[src/design/asro_pkg.sv]
package asro_pkg;

    // ------------------------------------------------------------
    // Clock
    // ------------------------------------------------------------
    localparam int CLK_PERIOD_NS = 100;

    // ------------------------------------------------------------
    // Result and slot layout
    // ------------------------------------------------------------
    localparam int RESULT_W   = 12;
    localparam int FIFO_DEPTH = 32;
    localparam int RISE_W     = 7;
    localparam int BIT_W      = 4;
    localparam int SLOT_W     = 3;
    localparam int SEL_W      = 3;

    // Rising serial clock edges from the trigger to the first data bit
    localparam logic [RISE_W-1:0] LEAD_LAST_RISE = 7'h02;
    // Rising serial clock edges during which further triggers are ignored
    localparam logic [RISE_W-1:0] LOCKOUT_RISES  = 7'h60;

    // Bit positions inside a 16-clock slot
    localparam logic [BIT_W-1:0]  SLOT_LAST_BIT  = 4'hF;
    localparam logic [BIT_W-1:0]  DONTCARE_FIRST = 4'hC;
    localparam logic [BIT_W-1:0]  HIZ_FIRST      = 4'hE;

    localparam logic [SLOT_W-1:0] MAX_SLOTS      = 3'h6;
    localparam logic [SLOT_W-1:0] FIRST_SLOT     = 3'h0;
    localparam logic [SLOT_W-1:0] ONE_SLOT       = 3'h1;
    localparam logic [SEL_W-1:0]  SEL_NONE       = 3'h0;

    // Level driven during the two don't-care bit periods
    localparam logic              DONTCARE_LEVEL = 1'h0;

    localparam logic [RESULT_W-1:0] RESULT_ZERO  = 12'h000;

endpackage

[src/design/asro_fifo.sv]
`timescale 1ns/100ps

module asro_fifo
#(
    parameter int WIDTH = 12,
    parameter int DEPTH = 32
)
(
    input  wire logic             clk,
    input  wire logic             rst_b,
    input  wire logic [WIDTH-1:0] in_data,
    input  wire logic             in_valid,
    output logic                  in_ready,
    output logic      [WIDTH-1:0] out_data,
    output logic                  out_valid,
    input  wire logic             out_ready
);

    localparam int PW = $clog2(DEPTH);
    localparam int CW = $clog2(DEPTH + 1);

    typedef struct packed {
        logic [DEPTH-1:0][WIDTH-1:0] mem;
        logic [PW-1:0]               wr_ptr;
        logic [PW-1:0]               rd_ptr;
        logic [CW-1:0]               count;
        logic                        in_ready;
        logic                        out_valid;
    } asro_fifo_state_t;

    asro_fifo_state_t q;
    asro_fifo_state_t d;
    logic             wr;
    logic             rd;

    // ------------------------------------------------------------
    // Next state
    // ------------------------------------------------------------
    // Flags are registered from the next count, so they stay honest
    // without a combinational path to the ports.
    always_comb
    begin
        d  = q;
        wr = in_valid && q.in_ready;
        rd = out_ready && q.out_valid;
        if (wr)
        begin
            d.mem[q.wr_ptr] = in_data;
            d.wr_ptr        = q.wr_ptr + 1'b1;
        end
        if (rd)
        begin
            d.rd_ptr = q.rd_ptr + 1'b1;
        end
        if (wr && !rd)
        begin
            d.count = q.count + 1'b1;
        end
        else if (rd && !wr)
        begin
            d.count = q.count - 1'b1;
        end
        d.in_ready  = d.count != CW'(DEPTH);
        d.out_valid = d.count != '0;
    end

    // ------------------------------------------------------------
    // State register
    // ------------------------------------------------------------
    always_ff @(posedge clk)
    begin
        if (!rst_b)
        begin
            q           <= '0;
            q.in_ready  <= 1'b1;
        end
        else
        begin
            q <= d;
        end
    end

    assign in_ready  = q.in_ready;
    assign out_valid = q.out_valid;
    assign out_data  = q.mem[q.rd_ptr];

endmodule

[src/design/asro_serial_out.sv]
`timescale 1ns/100ps

// Function
// Serial data output is high-impedance right after reset, no command needed.
// Output stays high-impedance until a trigger rising edge starts a conversion.
// Third serial clock rise after the trigger launches up to six 12-bit results.
// Each result is followed by two don't-care bits then two high-impedance clocks.
// Every bit is valid before the next serial clock rise after its launch.
// A frame carries 16 to 96 bits, one 16-bit slot per channel.
// Host takes an external positive frame sync and external positive-edge clock.
// Each result is sent most significant bit first.
// Triggers are ignored until 96 serial clock rises follow an accepted trigger.
// Host supplies 16 serial clocks per selected channel.
// Host captures output bits on the falling serial clock edge.
// Slot count follows the select inputs; results go out in ascending channel order.
module asro_serial_out
    import asro_pkg::*;
(
    input  wire logic                CLK,
    input  wire logic                RST_B,
    input  wire logic                SERIAL_CLOCK,
    input  wire logic                CONVERSION_TRIGGER,
    input  wire logic                CHANNEL_COUNT_SELECT_BIT0,
    input  wire logic                CHANNEL_COUNT_SELECT_BIT1,
    input  wire logic                CHANNEL_COUNT_SELECT_BIT2,
    input  wire logic [RESULT_W-1:0] RESULT_DATA,
    input  wire logic                RESULT_VALID,
    output logic                     RESULT_READY,
    output logic                     SERIAL_DATA_OUT,
    output logic                     SERIAL_DATA_OE_B,
    output logic                     UNDERRUN,
    output logic                     BUSY
);

    // ------------------------------------------------------------
    // Types
    // ------------------------------------------------------------
    typedef enum logic [1:0] {
        ASRO_IDLE,
        ASRO_LEAD,
        ASRO_SHIFT
    } asro_phase_t;

    typedef struct packed {
        logic                sck_s1;
        logic                sck_s2;
        logic                sck_s3;
        logic                conversion_trigger_s1;
        logic                conversion_trigger_s2;
        logic                conversion_trigger_s3;
        logic [SEL_W-1:0]    sel_s1;
        logic [SEL_W-1:0]    sel_s2;
        asro_phase_t         phase;
        logic [RISE_W-1:0]   rise_cnt;
        logic [BIT_W-1:0]    bit_cnt;
        logic [SLOT_W-1:0]   slot_cnt;
        logic [SLOT_W-1:0]   slots;
        logic [RESULT_W-1:0] shreg;
        logic                sdo;
        logic                sdo_oe_b;
        logic                pop;
        logic                underrun;
        logic                busy;
    } asro_state_t;

    // ------------------------------------------------------------
    // Reset value
    // ------------------------------------------------------------
    // The rise counter rests at the lockout limit so that the very
    // first trigger after reset is accepted.
    localparam asro_state_t RESET_STATE = '{
        sck_s1   : 1'h0,
        sck_s2   : 1'h0,
        sck_s3   : 1'h0,
        conversion_trigger_s1  : 1'h0,
        conversion_trigger_s2  : 1'h0,
        conversion_trigger_s3  : 1'h0,
        sel_s1   : SEL_NONE,
        sel_s2   : SEL_NONE,
        phase    : ASRO_IDLE,
        rise_cnt : LOCKOUT_RISES,
        bit_cnt  : SLOT_LAST_BIT,
        slot_cnt : FIRST_SLOT,
        slots    : MAX_SLOTS,
        shreg    : RESULT_ZERO,
        sdo      : 1'h0,
        sdo_oe_b : 1'h1,
        pop      : 1'h0,
        underrun : 1'h0,
        busy     : 1'h0
    };

    // ------------------------------------------------------------
    // Signals
    // ------------------------------------------------------------
    asro_state_t         q;
    asro_state_t         d;
    logic                sck_rise;
    logic                conversion_trigger_rise;
    logic                launch;
    logic [BIT_W-1:0]    next_bit;
    logic [RESULT_W-1:0] fifo_data;
    logic                fifo_valid;
    logic                fifo_in_ready;

    // ------------------------------------------------------------
    // Channel-count decode
    // ------------------------------------------------------------
    // Codes outside one to six fall back to a full frame rather than
    // an empty one, so a floating select never silences the link.
    function automatic logic [SLOT_W-1:0] slots_from_select(input logic [SEL_W-1:0] sel);
        logic [SLOT_W-1:0] n;
        n = MAX_SLOTS;
        if (sel != SEL_NONE && sel <= MAX_SLOTS)
        begin
            n = sel;
        end
        return n;
    endfunction

    // ------------------------------------------------------------
    // Lockout and edge decode
    // ------------------------------------------------------------
    // Shared by the rise counter, trigger acceptance and BUSY, so all
    // three agree on the cycle in which the lockout ends.
    function automatic logic lockout_over(input logic [RISE_W-1:0] rises);
        return rises == LOCKOUT_RISES;
    endfunction

    // Synchronised level that is high now and was low one cycle ago
    function automatic logic rose_now(input logic now_lvl, input logic was_lvl);
        return now_lvl && !was_lvl;
    endfunction

    // ------------------------------------------------------------
    // Result buffer
    // ------------------------------------------------------------
    // The serial link cannot stall, so the producer is the side that
    // sees back-pressure through RESULT_READY.
    asro_fifo
    #(
        .WIDTH (RESULT_W),
        .DEPTH (FIFO_DEPTH)
    )
    u_fifo
    (
        .clk       (CLK),
        .rst_b     (RST_B),
        .in_data   (RESULT_DATA),
        .in_valid  (RESULT_VALID),
        .in_ready  (fifo_in_ready),
        .out_data  (fifo_data),
        .out_valid (fifo_valid),
        .out_ready (q.pop)
    );

    // ------------------------------------------------------------
    // Next state
    // ------------------------------------------------------------
    always_comb
    begin
        d          = q;
        launch     = 1'b0;
        next_bit   = q.bit_cnt + 1'b1;

        // Pin synchronisers; edges are decoded from the second and third stages, the first only feeds the second
        d.sck_s1   = SERIAL_CLOCK;
        d.sck_s2   = q.sck_s1;
        d.sck_s3   = q.sck_s2;
        d.conversion_trigger_s1  = CONVERSION_TRIGGER;
        d.conversion_trigger_s2  = q.conversion_trigger_s1;
        d.conversion_trigger_s3  = q.conversion_trigger_s2;
        d.sel_s1   = {CHANNEL_COUNT_SELECT_BIT2, CHANNEL_COUNT_SELECT_BIT1, CHANNEL_COUNT_SELECT_BIT0};
        d.sel_s2   = q.sel_s1;

        sck_rise   = rose_now(q.sck_s2, q.sck_s3);
        conversion_trigger_rise  = rose_now(q.conversion_trigger_s2, q.conversion_trigger_s3);

        d.pop      = 1'b0;
        d.underrun = 1'b0;

        // Saturating count of serial clock rises since the trigger
        if (sck_rise && !lockout_over(q.rise_cnt))
        begin
            d.rise_cnt = q.rise_cnt + 1'b1;
        end

        unique case (q.phase)
            ASRO_IDLE:
            begin
                d.sdo_oe_b = 1'b1;
            end
            ASRO_LEAD:
            begin
                // The third rise after the trigger carries the first MSB
                if (sck_rise && q.rise_cnt == LEAD_LAST_RISE)
                begin
                    launch     = 1'b1;
                    d.slot_cnt = FIRST_SLOT;
                end
            end
            ASRO_SHIFT:
            begin
                if (sck_rise)
                begin
                    if (q.bit_cnt == SLOT_LAST_BIT)
                    begin
                        if (q.slot_cnt == q.slots - ONE_SLOT)
                        begin
                            d.phase    = ASRO_IDLE;
                            d.sdo_oe_b = 1'b1;
                        end
                        else
                        begin
                            launch     = 1'b1;
                            d.slot_cnt = q.slot_cnt + ONE_SLOT;
                        end
                    end
                    else
                    begin
                        d.bit_cnt = next_bit;
                        if (next_bit < DONTCARE_FIRST)
                        begin
                            d.sdo   = q.shreg[RESULT_W-1];
                            d.shreg = {q.shreg[RESULT_W-2:0], 1'b0};
                        end
                        else if (next_bit < HIZ_FIRST)
                        begin
                            d.sdo      = DONTCARE_LEVEL;
                            d.sdo_oe_b = 1'b0;
                        end
                        else
                        begin
                            d.sdo_oe_b = 1'b1;
                        end
                    end
                end
            end
            // The fourth phase code is never entered; should it appear,
            // fall back to idle with the pin released.
            default:
            begin
                d.phase    = ASRO_IDLE;
                d.sdo_oe_b = 1'h1;
            end
        endcase

        // Start of a slot: the oldest buffered result goes out first,
        // so results leave in the order they were written.
        if (launch)
        begin
            d.phase    = ASRO_SHIFT;
            d.bit_cnt  = '0;
            d.sdo_oe_b = 1'b0;
            if (fifo_valid)
            begin
                d.sdo   = fifo_data[RESULT_W-1];
                d.shreg = {fifo_data[RESULT_W-2:0], 1'b0};
                d.pop   = 1'b1;
            end
            else
            begin
                // Nothing to send: zeros go out and the slip is flagged
                d.sdo      = 1'b0;
                d.shreg    = RESULT_ZERO;
                d.underrun = 1'b1;
            end
        end

        // A trigger is taken only once the lockout has run out; it may
        // cut the last don't-care bit and the trailing high-impedance bits of a previous six-slot frame.
        if (conversion_trigger_rise && lockout_over(q.rise_cnt))
        begin
            d.rise_cnt = '0;
            d.phase    = ASRO_LEAD;
            d.slots    = slots_from_select(q.sel_s2);
            d.sdo_oe_b = 1'b1;
        end

        d.busy = !lockout_over(d.rise_cnt);
    end

    // ------------------------------------------------------------
    // State register
    // ------------------------------------------------------------
    // Each bit is set two clock cycles after the pin edge reaches the
    // synchroniser, well inside one serial clock period at supported rates.
    always_ff @(posedge CLK)
    begin
        if (!RST_B)
        begin
            q <= RESET_STATE;
        end
        else
        begin
            q <= d;
        end
    end

    // ------------------------------------------------------------
    // Outputs
    // ------------------------------------------------------------
    assign SERIAL_DATA_OUT  = q.sdo;
    assign SERIAL_DATA_OE_B = q.sdo_oe_b;
    assign UNDERRUN         = q.underrun;
    assign BUSY             = q.busy;
    assign RESULT_READY     = fifo_in_ready;

endmodule

[config.mk]
export PLATFORM = sky130hd
export DESIGN_NAME = asro_serial_out
export DESIGN_NICKNAME = d
export VERILOG_FILES = /design/src/design/asro_pkg.sv /design/src/design/asro_fifo.sv /design/src/design/asro_serial_out.sv
export SDC_FILE = /design/constraint.sdc
export NUM_CORES = 1
export LEC_CHECK = 0
export BUFFER_PORTS_ARGS = -buffer_cell sky130_fd_sc_hd__buf_2
export CAP_MARGIN = 20
export CORE_ASPECT_RATIO = 1.2
export CORE_MARGIN = 2
export CORE_UTILIZATION = 60
export DETAILED_ROUTE_END_ITERATION = 6
export PLACE_DENSITY = 0.76
export SLEW_MARGIN = 20
export SYNTH_ARGS = -nofsm -noshare
export SYNTH_HDL_FRONTEND = slang
export SYNTH_SLANG_ARGS = --single-unit
[constraint.sdc]
create_clock -name CLK -period 2.5 [get_ports CLK]
set_input_delay 0.75 -clock CLK [delete_from_list [all_inputs] [get_ports CLK]]
set_output_delay 0.75 -clock CLK [all_outputs]
set_load 0.01 [all_outputs]
==> flow_summary.json <==
{
  "synth_area_per_cell_um2": 8.27,
  "cp_common_cell": "buf_4",
  "clkSlewWorstSetupHoldPaths_ps": 60,
  "pwr-share-seq": 0.484,
  "ant_nets": 0,
  "antennaDiodeCount": 0,
  "grt_max_degree": 84,
  "drtPass1Iterations": 6,
  "worstSetupPathType": "flop to flop",
  "path_delay_family": "compound AO/OA/AOI/OAI gates",
  "final_util": 0.689,
  "numCtsBuffers": 45,
  "dp.cells": 2738,
  "synthCells": 2375,
  "die_y_um": 202,
  "drv_slew": 0,
  "cts_buffer_depth": 3,
  "grt_pass1_vias": 16555,
  "layout_commonest_cell": "nand2_1",
  "clock_latency_ps": 550,
  "initial_core_util": 0.609,
  "p_sw_frac": 0.222,
  "cell_internal_pwr_uw": 11700,
  "setup_viol": 0,
  "hold_path.class": "input port to flop",
  "worst_slack_ps": 44.8,
  "hold_violations": 0,
  "pwr_density_cell_nw_per_um2": 674,
  "die_w_um": 169,
  "p_sw_uw": 3330,
  "synth_nets": 2411,
  "num-nets-final": 2415,
  "gp_congestion": 0.980,
  "syn_to_final_growth_pct": 13.1,
  "via_count": 17416,
  "track_usage": 0.331,
  "crit_fanout": 23,
  "ys_seq_elements": 449,
  "wirelength_um": 57400,
  "fmax_mhz": 407,
  "cp_cell_sequence": "buf_4 > nor2_1 > a22oi_1 > buf_4 > a21oi_1 > o221ai_1 > o22ai_1",
  "drive_above_1_share": 0.128,
  "rows": 72,
  "n_fill_cell": 2527,
  "combPwrFrac": 0.044,
  "synth_area_um2": 19600,
  "ys_warn_count": 0,
  "portBuffers": 24,
  "max-cap-violations": 0,
  "cp.arrival_ps": 2940,
  "fin_skew_ps": 13.8,
  "critPathBufInv": 2,
  "io_pins": 25,
  "synth_cell_types": 55,
  "grt-ovfl-total": 0,
  "cts_sinks": 449,
  "layout_common_cells": "nand2_1 (779), dfxtp_1 (446), a21oi_1 (370), buf_4 (117), mux2i_1 (111)",
  "worst-slew-pin-transition_ps": 828,
  "min_period_ps": 2460,
  "htreeDepth": 2,
  "dieArea_um2": 34200,
  "synthArstFlopShare": 0,
  "required_ps": 2980,
  "end_kind": "flop",
  "seq_area_frac_synth": 0.457,
  "p_clk_frac": 0.472,
  "rsz0062_at_grt": "false",
  "core_um2": 32300,
  "fin_cells": 2819,
  "drc": 0,
  "peakVddDrop_mv": 0.808,
  "slowest_delay_ps": 610,
  "finalSetupTns_ps": 0,
  "cts_tree": "done",
  "grt_first_pass_wirelength_um": 89400,
  "p_leak_uw": 0.00724,
  "vias_per_cell": 6.18,
  "status": "complete, no violations",
  "crit_path_start_kind": "flop",
  "synthFlopType": "dfxtp_1",
  "cts_root_buf": "clkbuf_16",
  "wire_per_inst_um": 20.4,
  "dpl.hpwl_um": 37000,
  "dpl_worst_slack_ps": 160,
  "grt_antenna_before_repair": 0,
  "drtIter0Drc": 2051,
  "synth-edff-count": 0,
  "relSlewSlack": 0.448,
  "crit_path_top_delay_cell": "nor2_1",
  "timing.final.crit_share": 0.982
}
==> worst paths after layout <==
path                                                start  endpoint  slack (ps)  cells after the start
worst max-delay path                         u_fifo.q[11]     q[11]          40                      7
worst min register to register                      d[37]     q[37]         440                      1
worst max register to register               u_fifo.q[11]     q[11]          40                      7
worst min-delay path            CHANNEL_COUNT_SELECT_BIT2     d[38]         400                      2
==> kinds of logic (layout without fill, tap and decap cells) <==
| group | count (synthesis) | count (layout) | share of synthesized area |
|---|---|---|---|
| AND/OR/NAND/NOR | 1013 | 1013 | 0.210 |
| AO/OA/AOI/OAI | 480 | 480 | 0.133 |
| flip-flops | 449 | 449 | 0.457 |
| buffers and inverters | 215 | 252 | 0.0455 |
| multiplexers | 177 | 177 | 0.132 |
| XOR/XNOR | 25 | 25 | 0.0119 |
| adder cells (fa/ha/maj) | 16 | 16 | 0.0102 |
==> cell usage after synthesis (all sizes together) (8+ instances only) <==
cell / count / area share
a22oi: 22 / 0.0084
xor2: 9 / 0.0040
nand2: 779 / 0.15
nor3: 11 / 0.0028
o221ai: 10 / 0.0045
mux2i: 111 / 0.057
inv: 15 / 0.0029
ha: 16 / 0.010
o22ai: 12 / 0.0041
xnor2: 15 / 0.0067
dfxtp: 449 / 0.46
mux4: 66 / 0.076
nand3: 43 / 0.011
a211oi: 12 / 0.0046
a31oi: 8 / 0.0025
clkbuf: 154 / 0.029
and2: 21 / 0.0067
buf: 46 / 0.013
a21oi: 370 / 0.094
nor2: 102 / 0.019
nand4: 8 / 0.0025
o21ai: 31 / 0.0079
==> state kept, by name, summed over array words and instances (netlist names) <==
signal	flops
BUSY	1
UNDERRUN	1
d	7
SERIAL_DATA_OE_B	1
u_fifo.q	400
u_fifo.out_valid	1
u_fifo.in_ready	1
q	36
SERIAL_DATA_OUT	1
==> routing by layer <==
| layer | track usage | wire [um] |
|---|---|---|
| met3 | 0.0476 | 4860 |
| met2 | 0.544 | 27300 |
| met4 | 0.176 | 3460 |
| met1 | 0.423 | 21800 |
| met5 | 0 | 0 |
==> layout make-up <==
cell class | instances | area (um^2) | area share
repair buffers | 157 | 1330 | 0.0597
flip-flops and latches | 449 | 9000 | 0.405
clock buffers | 61 | 1260 | 0.0565
inverters | 15 | 63.8 | 0.00287
well taps | 407 | 509 | 0.0229
clock inverters | 19 | 285 | 0.0128
multi-input cells | 1711 | 9770 | 0.440
==> repair_timing <==
item	4_1_cts	5_1_grt
setup endpoints to repair	0	1
resized for setup	0	1
hold buffers	0	0
setup buffers	0	1
==> per-stage QoR <==
stage,power [uW],hold WS (ps),instance area [um^2]
3_3_place_gp,8020,418,20600
6_report,15000,402,22200
4_1_cts,15000,386,22200
3_5_place_dp,8040,429,20600
2_1_floorplan,7780,412,19600
5_1_grt,15400,398,22200
==> power groups by stage <==
stage	logic [uW]	clock network [uW]	registers (uW)
4_1_cts	635	7130	7250
5_1_grt	691	7410	7250
6_report	653	7080	7250
2_1_floorplan	381	0	7400
3_5_place_dp	630	0	7410
3_3_place_gp	617	0	7400
(Power assumes the default switching activity.)
